===== config.mk =====
export PLATFORM = sky130hd
export DESIGN_NAME = spindle_mode_commutation_control
export DESIGN_NICKNAME = d
export VERILOG_FILES = /design/src/hw/spindle_pkg.sv /design/src/hw/spindle_ctrl_if.sv /design/src/hw/shape_sequencer.sv /design/src/hw/spindle_mode_commutation_control.sv
export SDC_FILE = /design/constraint.sdc
export NUM_CORES = 1
export LEC_CHECK = 0
export ABC_AREA = 0
export BUFFER_PORTS_ARGS = -buffer_cell sky130_fd_sc_hd__buf_2
export CORE_MARGIN = 2
export CORE_UTILIZATION = 30
export CTS_CLUSTER_DIAMETER = 200
export DETAILED_ROUTE_END_ITERATION = 8
export MAX_ROUTING_LAYER = met4
export PLACE_DENSITY_LB_ADDON = 0.05
export SLEW_MARGIN = 20
export SYNTH_ARGS = -nofsm -noshare
export SYNTH_HDL_FRONTEND = slang
export SYNTH_SLANG_ARGS = --single-unit

===== constraint.sdc =====
create_clock -name sys_clk_i -period 1.55 [get_ports sys_clk_i]
set_input_delay 0.155 -clock sys_clk_i [delete_from_list [all_inputs] [get_ports sys_clk_i]]
set_output_delay 0.155 -clock sys_clk_i [all_outputs]
set_load 0.02 [all_outputs]

===== src/hw/spindle_pkg.sv =====
// Constants and types for the spindle mode and commutation control block
// Operation
// Run mode steps the sequencer from every internal oscillator clock
// Start mode steps the sequencer only from external step-advance pulses
// Step-advance rising edge steps when reset low; high step-advance blocks other clocks; code steps on the edge only in start mode
// High-current select low scales peak winding current to one quarter
// Oscillator output forced low while oscillator is held in reset
// First oscillator clock issued immediately when oscillator leaves reset
// Outside brake, low and high gate drives both switch with PWM
// In brake, low-side drives on, high-side drives off, no PWM
// Mode decoded from reset, enable and drive-power inputs per table
// Reset high with enable low decodes as brake
// Sensor output: oscillator in preset/run/brake, position sense in start, pair compare in coast
// Preset and brake reset the sequencer, idle the oscillator, tie filter to idle
// Start resets oscillator at zero phase; run and coast let everything run
// Braking is latched from brake mode or power fail, cleared only by preset
// Active-low brake input low sets the same brake latch
// Drive-power low turns off all drivers unless brake is active
// Charge pump polarity from winding phase comparison and commutator phase
// Controller presets, starts with accelerating steps, then selects run
// Controller times sensor rise in start mode for position sensing
// Controller derives speed from sensor frequency and pole count
// Mode, power and step inputs are synchronised; step edges detected
package spindle_pkg;
    typedef enum logic [2:0] {
        MODE_PRESET,
        MODE_START,
        MODE_RUN,
        MODE_COAST,
        MODE_BRAKE
    } spin_mode_t;

    localparam int PHASES = 3;
    localparam int STEPS = 6;
    localparam logic [2:0] STEP_RESET = 3'h0;
    localparam logic [2:0] STEP_LAST = 3'h5;
    localparam logic [1:0] SCALE_FULL = 2'h3;
    localparam logic [1:0] SCALE_QUARTER = 2'h0;
    localparam int SYNC_STAGES = 2;
endpackage


===== src/hw/spindle_ctrl_if.sv =====
// Interface carrying step requests from the mode logic to the sequencer
`timescale 1ns/1ps
interface spindle_ctrl_if;
    logic step;
    logic hold_reset;
    logic [2:0] phase;
    modport ctrl (output step, output hold_reset, input phase);
    modport seq (input step, input hold_reset, output phase);
endinterface


===== src/hw/shape_sequencer.sv =====
// Six-step current-shape sequencer counter
`timescale 1ns/1ps
module shape_sequencer
    import spindle_pkg::*;
(
    input wire logic sys_clk_i,
    input wire logic arst_n_i,
    spindle_ctrl_if.seq ctl
);
    logic [2:0] phase_ff;
    logic [2:0] nxt_phase;

    always_comb begin
        nxt_phase = phase_ff;
        if (ctl.hold_reset) begin
            nxt_phase = STEP_RESET;
        end else if (ctl.step) begin
            nxt_phase = (phase_ff == STEP_LAST) ? STEP_RESET : phase_ff + 3'h1;
        end
    end

    always_ff @(posedge sys_clk_i or negedge arst_n_i) begin
        if (!arst_n_i) begin
            phase_ff <= STEP_RESET;
        end else begin
            phase_ff <= nxt_phase;
        end
    end

    assign ctl.phase = phase_ff;

    step_wrap_a: assert property (@(posedge sys_clk_i) disable iff (!arst_n_i)
        phase_ff <= STEP_LAST) else $error("sequencer phase out of range");
endmodule


===== src/hw/spindle_mode_commutation_control.sv =====
// Spindle mode decode, stepping source, brake latch and gate drive control
`timescale 1ns/1ps
module spindle_mode_commutation_control
    import spindle_pkg::*;
(
    input wire logic sys_clk_i,
    input wire logic arst_n_i,
    input wire logic reset_ctl_i,
    input wire logic enable_ctl_i,
    input wire logic drive_power_enable_i,
    input wire logic step_advance_i,
    input wire logic brake_n_i,
    input wire logic power_fail_i,
    input wire logic high_current_select_i,
    input wire logic pwm_i,
    input wire logic osc_tick_i,
    input wire logic [2:0] current_voltage_lead_i,
    input wire logic position_sense_compare_i,
    input wire logic phase_pair_compare_i,
    output logic [2:0] low_side_gate_drive_o,
    output logic [2:0] high_side_gate_drive_o,
    output logic sensor_o,
    output logic osc_out_o,
    output logic osc_reset_o,
    output logic osc_idle_o,
    output logic loop_filter_idle_o,
    output logic pump_up_o,
    output logic pump_down_o,
    output logic [1:0] current_amplitude_scale_o,
    output logic [2:0] seq_phase_o,
    output logic brake_latched_o,
    output logic [2:0] mode_o
);
    import spindle_pkg::*;

    // ==========================================================
    // Input synchronisers
    // Asynchronous pins; first stage feeds only the second
    logic [4:0] meta_ff;
    logic [4:0] sync_ff;
    logic [4:0] nxt_meta;
    logic [4:0] nxt_sync;
    logic adv_prev_ff;
    logic nxt_adv_prev;

    always_comb begin
        nxt_meta = {reset_ctl_i, enable_ctl_i, drive_power_enable_i, step_advance_i, brake_n_i};
        nxt_sync = meta_ff;
        nxt_adv_prev = sync_ff[1];
    end

    always_ff @(posedge sys_clk_i or negedge arst_n_i) begin
        if (!arst_n_i) begin
            meta_ff <= 5'h01;
            sync_ff <= 5'h01;
            adv_prev_ff <= 1'b0;
        end else begin
            meta_ff <= nxt_meta;
            sync_ff <= nxt_sync;
            adv_prev_ff <= nxt_adv_prev;
        end
    end

    logic rst_s, en_s, pwr_s, adv_s, brk_n_s, adv_rise;
    assign rst_s = sync_ff[4];
    assign en_s = sync_ff[3];
    assign pwr_s = sync_ff[2];
    assign adv_s = sync_ff[1];
    assign brk_n_s = sync_ff[0];
    assign adv_rise = adv_s & ~adv_prev_ff;

    // Comparator and select levels also arrive unclocked from the analog side
    logic [5:0] lvl_meta_ff;
    logic [5:0] lvl_sync_ff;
    logic [5:0] nxt_lvl_meta;
    logic [5:0] nxt_lvl_sync;

    always_comb begin
        nxt_lvl_meta = {high_current_select_i, position_sense_compare_i,
                        phase_pair_compare_i, current_voltage_lead_i};
        nxt_lvl_sync = lvl_meta_ff;
    end

    always_ff @(posedge sys_clk_i or negedge arst_n_i) begin
        if (!arst_n_i) begin
            lvl_meta_ff <= 6'h00;
            lvl_sync_ff <= 6'h00;
        end else begin
            lvl_meta_ff <= nxt_lvl_meta;
            lvl_sync_ff <= nxt_lvl_sync;
        end
    end

    logic hcs_s, psc_s, ppc_s;
    logic [2:0] lead_s;
    assign hcs_s = lvl_sync_ff[5];
    assign psc_s = lvl_sync_ff[4];
    assign ppc_s = lvl_sync_ff[3];
    assign lead_s = lvl_sync_ff[2:0];

    // ==========================================================
    // Mode decode
    spin_mode_t mode;
    always_comb begin
        if (rst_s && en_s) begin
            mode = MODE_PRESET;
        end else if (!rst_s && en_s) begin
            mode = MODE_START;
        end else if (!rst_s && pwr_s) begin
            mode = MODE_RUN;
        end else if (!rst_s) begin
            mode = MODE_COAST;
        end else begin
            mode = MODE_BRAKE;
        end
    end

    // ==========================================================
    // Oscillator gating and step source
    // Oscillator tick arrives on this clock as a one-cycle enable
    logic osc_hold, osc_idle, seq_hold, step_req;
    always_comb begin
        osc_hold = (mode == MODE_START);
        osc_idle = (mode == MODE_PRESET) || (mode == MODE_BRAKE);
        seq_hold = osc_idle;
        step_req = 1'b0;
        case (mode)
            MODE_START: step_req = adv_rise & ~rst_s;
            MODE_RUN, MODE_COAST: step_req = osc_tick_i & ~adv_s;
            default: step_req = 1'b0;
        endcase
    end

    // Leaving reset yields an immediate clock for phase continuity
    logic osc_out_ff, nxt_osc_out, held_ff, nxt_held;
    always_comb begin
        nxt_held = osc_hold | osc_idle;
        if (osc_hold || osc_idle) begin
            nxt_osc_out = 1'b0;
        end else if (held_ff) begin
            nxt_osc_out = 1'b1;
        end else if (osc_tick_i) begin
            nxt_osc_out = ~osc_out_ff;
        end else begin
            nxt_osc_out = osc_out_ff;
        end
    end

    spindle_ctrl_if ctl_bus();
    logic first_clk;
    assign first_clk = held_ff & ~osc_hold & ~osc_idle & ~adv_s;
    assign ctl_bus.step = step_req | first_clk;
    assign ctl_bus.hold_reset = seq_hold;

    shape_sequencer u_seq (
        .sys_clk_i(sys_clk_i),
        .arst_n_i(arst_n_i),
        .ctl(ctl_bus)
    );

    // ==========================================================
    // Brake latch
    // Set wins over preset clear
    logic brake_ff, nxt_brake;
    always_comb begin
        if (mode == MODE_BRAKE || power_fail_i || !brk_n_s) begin
            nxt_brake = 1'b1;
        end else if (mode == MODE_PRESET) begin
            nxt_brake = 1'b0;
        end else begin
            nxt_brake = brake_ff;
        end
    end

    // ==========================================================
    // Output register
    logic [2:0] nxt_low, nxt_high, cur_phase, pump_dir;
    logic nxt_sensor, nxt_up, nxt_dn;
    assign cur_phase = ctl_bus.phase;
    always_comb begin
        // One low and one high leg per step, PWM chopping both
        nxt_low = 3'h0;
        nxt_high = 3'h0;
        if (brake_ff || nxt_brake) begin
            nxt_low = 3'h7;
            nxt_high = 3'h0;
        end else if (pwr_s && !osc_idle) begin
            // Never both sides of one leg, or the bridge shorts the supply
            case (cur_phase)
                3'h0: {nxt_high, nxt_low} = {3'h1, 3'h2} & {6{pwm_i}};
                3'h1: {nxt_high, nxt_low} = {3'h1, 3'h4} & {6{pwm_i}};
                3'h2: {nxt_high, nxt_low} = {3'h2, 3'h4} & {6{pwm_i}};
                3'h3: {nxt_high, nxt_low} = {3'h2, 3'h1} & {6{pwm_i}};
                3'h4: {nxt_high, nxt_low} = {3'h4, 3'h1} & {6{pwm_i}};
                3'h5: {nxt_high, nxt_low} = {3'h4, 3'h2} & {6{pwm_i}};
                default: {nxt_high, nxt_low} = 6'h00;
            endcase
        end else begin
            nxt_low = 3'h0;
            nxt_high = 3'h0;
        end
        case (mode)
            MODE_START: nxt_sensor = psc_s;
            MODE_COAST: nxt_sensor = ppc_s;
            default: nxt_sensor = nxt_osc_out;
        endcase
        pump_dir = lead_s ^ {3{cur_phase[0]}};
        nxt_up = (mode == MODE_RUN) && (^pump_dir);
        nxt_dn = (mode == MODE_RUN) && !(^pump_dir);
    end

    always_ff @(posedge sys_clk_i or negedge arst_n_i) begin
        if (!arst_n_i) begin
            osc_out_ff <= 1'b0;
            held_ff <= 1'b1;
            brake_ff <= 1'b0;
            low_side_gate_drive_o <= 3'h0;
            high_side_gate_drive_o <= 3'h0;
            sensor_o <= 1'b0;
            osc_out_o <= 1'b0;
            osc_reset_o <= 1'b0;
            osc_idle_o <= 1'b1;
            loop_filter_idle_o <= 1'b1;
            pump_up_o <= 1'b0;
            pump_down_o <= 1'b0;
            current_amplitude_scale_o <= SCALE_QUARTER;
            seq_phase_o <= STEP_RESET;
            brake_latched_o <= 1'b0;
            mode_o <= 3'h0;
        end else begin
            osc_out_ff <= nxt_osc_out;
            held_ff <= nxt_held;
            brake_ff <= nxt_brake;
            low_side_gate_drive_o <= nxt_low;
            high_side_gate_drive_o <= nxt_high;
            sensor_o <= nxt_sensor;
            osc_out_o <= nxt_osc_out;
            osc_reset_o <= osc_hold;
            osc_idle_o <= osc_idle;
            loop_filter_idle_o <= (mode != MODE_RUN) && (mode != MODE_COAST);
            pump_up_o <= nxt_up;
            pump_down_o <= nxt_dn;
            current_amplitude_scale_o <= hcs_s ? SCALE_FULL
                                                               : SCALE_QUARTER;
            seq_phase_o <= cur_phase;
            brake_latched_o <= nxt_brake;
            mode_o <= mode;
        end
    end

    // ==========================================================
    // Checks
    brake_drive_a: assert property (@(posedge sys_clk_i) disable iff (!arst_n_i)
        brake_ff |=> (low_side_gate_drive_o == 3'h7 && high_side_gate_drive_o == 3'h0))
        else $error("brake drive wrong");
    brake_hold_a: assert property (@(posedge sys_clk_i) disable iff (!arst_n_i)
        brake_ff && mode != MODE_PRESET |=> brake_ff) else $error("brake latch lost");
    brake_pin_a: assert property (@(posedge sys_clk_i) disable iff (!arst_n_i)
        !brk_n_s |=> brake_ff) else $error("brake pin ignored");
    osc_low_a: assert property (@(posedge sys_clk_i) disable iff (!arst_n_i)
        osc_hold |=> !osc_out_o) else $error("osc not low in reset");
    osc_first_a: assert property (@(posedge sys_clk_i) disable iff (!arst_n_i)
        $fell(osc_hold) && !osc_idle |=> osc_out_o) else $error("no first clock");
    adv_block_a: assert property (@(posedge sys_clk_i) disable iff (!arst_n_i)
        adv_s && mode != MODE_START |-> !ctl_bus.step) else $error("step while advance high");
    start_src_a: assert property (@(posedge sys_clk_i) disable iff (!arst_n_i)
        mode == MODE_START && !adv_rise |-> !ctl_bus.step) else $error("start step source");
    power_off_a: assert property (@(posedge sys_clk_i) disable iff (!arst_n_i)
        !pwr_s && !brake_ff && !nxt_brake |=>
        (high_side_gate_drive_o | low_side_gate_drive_o) == 3'h0)
        else $error("drive while power off");
    sensor_sel_a: assert property (@(posedge sys_clk_i) disable iff (!arst_n_i)
        mode == MODE_COAST |=> sensor_o == $past(ppc_s))
        else $error("sensor mux wrong");
endmodule


# Word-level counts from Yosys, hierarchy flattened
# Cells that the tools add are included.
[word_totals] register_bits=49
[classes] add_sub_neg=1 n_eq_ne=11 mux=21 bitwise=15 n_reduce_logical=27
[ops] cell="two-way mux 3 bit" n=11
[ops] cell="case mux 3 bit (3 select lines)" n=2
[ops] cell="OR reduction 2 bit" n=7
[ops] cell="equality test 3 x 2 -> 1 bit (second input constant)" n=4
[ops] cell="equality test 3 bit (second input constant)" n=3
[ops] cell="logical AND 1 bit" n=7
[ops] cell="bitwise AND 1 bit" n=6
[ops] cell="equality test 3 x 1 -> 1 bit (second input constant)" n=2
[ops] cell="zero test 3 bit" n=2
[ops] cell="inequality test 3 x 2 -> 1 bit (second input constant)" n=2
[ops] cell="NOT 1 bit" n=6
[ops] cell="logical OR 1 bit" n=5
[ops] cell="two-way mux 1 bit" n=5
[ops] cell="zero test 1 bit" n=4
[ops] cell="case mux 1 bit (2 select lines)" n=2
[ops] cell="adder 3 x 1 -> 3 bit (second input constant)" n=1
[ops] cell="parity 3 bit" n=1
[ops] cell="bitwise XOR 3 bit" n=1
[ops] cell="two-way mux 2 bit" n=1
[ops] cell="OR 1 bit" n=2
[ops] cell="nonzero test 2 bit" n=1

# Depth between registers and ports, before layout
[logic_depth] word_depth=13 depth_mapped=6 mapped_depth_nobuf=5

# Hierarchy
# Synthesis repeated with hierarchy kept, for this count alone.
[hier_totals] hier_cells=98 area_unflattened_um2=1519.0
[modules_own_cells] mod="spindle_mode_commutation_control" instances=1 cells_each=87 area_each_um2=1381.3 seq_area_each_um2=1106.1
[modules_own_cells] mod="shape_sequencer" instances=1 cells_each=11 area_each_um2=137.6 seq_area_each_um2=75.1

# Worst setup path before layout
# Ideal clock, no wire load.
[synth_path] path_type="reg2reg" start="register u_seq.phase_ff[0], in the netlist u_seq.ctl.phase[0]" end="register u_seq.phase_ff[2], in the netlist u_seq.ctl.phase[2]" setup_time_ns=0.071 arrival_ns=1.238 t_required_ns=1.479 setup_slack_ns=0.241 stages_incl_launch_ff=7 n_path_buf=1 cell_sequence="dfrtp_1 -> buf_2 -> and2_1 -> ha_1 -> a31oi_1 -> mux2i_1 -> nor2_1"
[synth_between] elab_chain_cells=4 word_cells_on_any_way=5 cone_classes="add/sub (1); eq/ne (1); mux (3)"
[synth_rtl] item="from (decl)" line_no="shape_sequencer.sv:10" rtl="logic [2:0] phase_ff;"
[synth_rtl] item="from (signal assigned)" line_no="shape_sequencer.sv:26" rtl="phase_ff <= nxt_phase;"
[synth_rtl] item="adder 3 x 1 -> 3 bit / equality test 3 bit (equally long branches)" line_no="shape_sequencer.sv:18" rtl="nxt_phase = (phase_ff == STEP_LAST) ? STEP_RESET : phase_ff + 3'h1;"
[synth_rtl] item="two-way mux 3 bit *" line_no="shape_sequencer.sv:18"
[synth_rtl] item="two-way mux 3 bit *" line_no="shape_sequencer.sv:17" rtl="end else if (ctl.step) begin"
[synth_rtl] item="two-way mux 3 bit *" line_no="shape_sequencer.sv:15" rtl="if (ctl.hold_reset) begin"
# Every way passes the cells marked *; elsewhere a longest branch is shown, timed or not. The select of a mux whose other input is x is not followed.
# A chain may end at the register's enable or synchronous reset.

# Worst setup path after layout
[layout_path] start="register sync_ff[4]" end="register high_side_gate_drive_o[2]"
[layout_between] elab_chain_cells=11 word_cells_on_any_way=20 cone_classes="eq/ne (1); mux (8); reduce/logical (11)"
[layout_rtl] item="from (decl)" line_no="spindle_mode_commutation_control.sv:40" rtl="logic [4:0] sync_ff;"
[layout_rtl] item="from (signal assigned)" line_no="spindle_mode_commutation_control.sv:59" rtl="sync_ff <= nxt_sync;"
[layout_rtl] item="zero test 1 bit"
[layout_rtl] item="logical AND 1 bit" line_no="spindle_mode_commutation_control.sv:109" rtl="end else if (!rst_s && pwr_s) begin"
[layout_rtl] item="two-way mux 3 bit" line_no="spindle_mode_commutation_control.sv:109"
[layout_rtl] item="two-way mux 3 bit" line_no="spindle_mode_commutation_control.sv:107" rtl="end else if (!rst_s && en_s) begin"
[layout_rtl] item="two-way mux 3 bit *" line_no="spindle_mode_commutation_control.sv:105" rtl="if (rst_s && en_s) begin"
[layout_rtl] item="via mode[2]" line_no="spindle_mode_commutation_control.sv:103" rtl="spin_mode_t mode;"
[layout_rtl] item="equality test 3 bit / zero test 3 bit (equally long branches)" line_no="spindle_mode_commutation_control.sv:124, spindle_mode_commutation_control.sv:166, spindle_mode_commutation_control.sv:168"
[layout_rtl] item="logical OR 1 bit (on tied branches)" line_no="spindle_mode_commutation_control.sv:124, spindle_mode_commutation_control.sv:166"
[layout_rtl] item="zero test 1 bit / logical OR 1 bit (equally long branches)" line_no="spindle_mode_commutation_control.sv:187, spindle_mode_commutation_control.sv:166"
[layout_rtl] item="logical AND 1 bit / two-way mux 1 bit (equally long branches)" line_no="spindle_mode_commutation_control.sv:187, spindle_mode_commutation_control.sv:166"
[layout_rtl] item="two-way mux 3 bit / logical OR 1 bit (equally long branches)" line_no="spindle_mode_commutation_control.sv:187, spindle_mode_commutation_control.sv:184"
[layout_rtl] item="two-way mux 3 bit *" line_no="spindle_mode_commutation_control.sv:184" rtl="if (brake_ff || nxt_brake) begin"
[layout_rtl] item="via nxt_high[2]" line_no="spindle_mode_commutation_control.sv:177" rtl="logic [2:0] nxt_low, nxt_high, cur_phase, pump_dir;"
[layout_rtl] item="to (signal assigned)" line_no="spindle_mode_commutation_control.sv:235" rtl="high_side_gate_drive_o <= nxt_high;"
[layout_rtl] item="to (decl)" line_no="spindle_mode_commutation_control.sv:21" rtl="output logic [2:0] high_side_gate_drive_o,"
# The timed path passes the listed nets; every way through them passes the cells marked *.

==> impl_metrics.csv <==
group,metric,value,unit
status,outcome,"finished, final reports clean",
critical_path,rrSetupSlack,0.24,ns
floorplanning,fp.coreArea,5110,sq um
clock_network,cts.sinks,48,
floorplanning,die_x,76.7,um
critical_path,critical_path_class,"reg2reg",
grt,antenna_found_initial,0,
critical_path,start_kind,"flip-flop",
yosys,seq_area_frac_synth,76.2,%
route,met3_wirelength,127,um
clock_network,post_cts_resized,0,
finish,multi_input_area,327,sq um
route,vias,939,
clock_network,clockBufferDepth,2,
placed_design,dpl.hpwl,1750,um
route,drc,0,
yosys,post_synth.cell_area_avg,14.7,sq um
timing,worst_pin_slew,0.281,ns
power,ir_drop,0.674,mV
finish,drive_gt1_share,37.8,%
hold_path,min_path_type,"in2reg",
timing,period_share,84.6,%
critical_path,crit_buf_inv,0,
timing,rsz0062_at_grt,"false",
critical_path,cp-end-kind,"flip-flop",
route,drtPass1Iterations,2,
grt,grt_pass1_vias,1021,
floorplanning,start_util,31.0,%
timing,fin_skew,0.00711,ns
floorplanning,rows,26,
clock_network,ctsHoldBuffers,12,
critical_path,required,1.75,ns
route,wl_met1,1010,um
yosys,synthXorXnorAreaFrac,3.87,%
yosys,synth_compound_area_share,5.61,%
finish,fillers,492,
floorplanning,io_pins,38,
placed_design,portBuffers,37,
grt,grt_overflow,0,
timing,whs,0.0995,ns
yosys,synth_cell_types,30,
critical_path,critPathMaxStageDelay,0.47,ns
grt,grt_max_degree,49,
critical_path,slowest_stage,"dfrtp_1",
critical_path,cp.arrival,1.51,ns
timing,hold_viol,0,
route,drt_iter0_markers,22,
clock_network,htreeDepth,2,
timing,fmax,762,MHz
grt,grt_pass1_wl,4650,um
timing,post-route-min-period,1.31,ns
clock_network,cts_tree,"done",
route,vias_per_cell,4.01,
route,wire_per_inst,10.7,um
timing,setup_viol,0,
timing,slew_headroom,81.2,%
finish,final_common_cell,"dfrtp_1",
yosys,ys_warn_count,0,
finish,final_nets,180,
power,p_total,2250,uW
clock_network,cts.clk_slew.worst_paths,0.08,ns
flow_run,cap_violations,0,
yosys,syn_nets,125,
finish,mostFrequentLayoutCells,"dfrtp_1, buf_2, dlygate4sd3_1",
yosys,yosys.area_share.simple,9.72,%
finish,area_growth,31.4,%
grt,grt_usage,10.5,%
power,leakage,0.000983,uW
floorplanning,die_y,76.7,um
clock_network,postCtsSetupRepairBufs,0,
critical_path,crit_path_cell_trace,"nor2b_2 -> nor3b_2 -> nand2_1 -> nor4_2",
yosys,synth.area.mux_share,0.632,%
clock_network,cts_buffers,5,
yosys,synth_fa_ha_area_share,0.790,%
timing,tns,0,ns
finish,seq_area,1210,sq um
critical_path,critPathTopFamily,"simple AND/OR/NAND/NOR gates",
yosys,syn_area,1580,sq um
clock_network,root_buffer,"clkbuf_8",
route,routed_wl,2500,um
route,ant_nets,0,
timing,drv_slew,0,
route,highest_layer,"met4",
power,powerDensity,1080,nW/um^2
placed_design,gp_congestion,0.669,
yosys,synthCells,108,
yosys,ys_ff_latch,48,
critical_path,critical_path_peak_fanout,8,
finish,diodes,0,
yosys,synth_top_family_by_area,"simple AND/OR/NAND/NOR gates",
floorplanning,die-area,5880,sq um
route,wl_met2,1300,um
clock_network,worst_skew_pair.late_latency,0.29,ns
## synthesized netlist by cell type
library cell,instances,area share [%]
and2_1,2,0.79
a31oi_1,1,0.40
o21ai_0,1,0.32
nor3_1,3,0.95
nor3b_2,1,0.79
nor4_2,2,1.6
xnor2_1,5,2.8
nand2_1,5,1.2
or2_2,2,0.79
o22ai_2,1,0.79
buf_4,1,0.47
clkbuf_1,1,0.24
nand3b_1,1,0.47
nand3_1,1,0.32
mux2i_1,1,0.63
inv_1,4,0.95
xor2_1,2,1.1
buf_2,4,1.3
nor2_1,8,1.9
o21ai_1,1,0.32
dfrtp_1,43,68
inv_2,1,0.24
ha_1,1,0.79
dfstp_2,5,8.3
a21oi_1,4,1.3
a211o_1,2,1.1
and3_1,1,0.40
o21bai_1,1,0.47
nor2b_2,1,0.55
o31ai_1,2,0.95
## power breakdown
part / internal (uW) / switching, uW / leakage, uW / total [uW]
registers: 1310 / 24.3 / 0.000573 / 1340
clock network: 315 / 374 / 0.0000412 / 689
logic: 99.2 / 122 / 0.000369 / 221
## sequential cells by signal, summed over array words and instances (netlist names), 5 cells and up
signal and count:
lvl_meta_ff 6, lvl_sync_ff 6, meta_ff 5, sync_ff 5
## stage by stage
step                      setup WS, ns  cell area, sq um  instances  util [%]
final                            0.238              2080        234      40.7
after global routing            0.0638              2080        234      40.7
after CTS                        0.201              2080        234      40.7
after detailed placement         0.221              1880        214      36.7
after global placement           0.282              1880        214      36.7
after floorplan                  0.241              1580        108         -
## logic make-up after synthesis
logic type / Yosys count
flops: 48
simple gates: 27
compound gates: 13
buf+inv: 11
xor+xnor: 7
mux: 1
fa+ha+maj: 1
## worst paths after layout
kind | start | to | cells past startpoint
min in group asynchronous | arst_n_i | current_amplitude_scale_o[0]$_DFF_PN0_ | 3
hold / removal | power_fail_i | brake_ff$_DFF_PN0_ | 3
setup reg to reg | sync_ff[4]$_DFF_PN0_ | high_side_gate_drive_o[2]$_DFF_PN0_ | 4
hold reg to reg | lvl_meta_ff[3]$_DFF_PN0_ | lvl_sync_ff[3]$_DFF_PN0_ | 0
max in group asynchronous | arst_n_i | held_ff$_DFF_PN1_ | 3
setup / recovery | sync_ff[4]$_DFF_PN0_ | high_side_gate_drive_o[2]$_DFF_PN0_ | 4
## layout make-up
type	instances	share of cell area (%)
flip-flops and latches	48	58.0
repair buffers	54	17.1
multi-input cells	49	15.7
well taps	70	4.21
clock buffers	6	3.49
inverters	5	0.902
clock inverters	2	0.601
## metal layers
metal | global-route usage (%) | vias to the layer above
met5 | - | -
met4 | 4.91 | 0
met3 | 3.88 | 6
met2 | 17.1 | 27
met1 | 11.3 | 451
li1 | - | 455
## worst reg2reg max path, cell delays in order (launching register included)
cell and delay, ns:
dfrtp_1 0.47, nor2b_2 0.20, nor3b_2 0.20, nand2_1 0.13, nor4_2 0.22
Note: power is estimated with default switching activity, not from simulation.
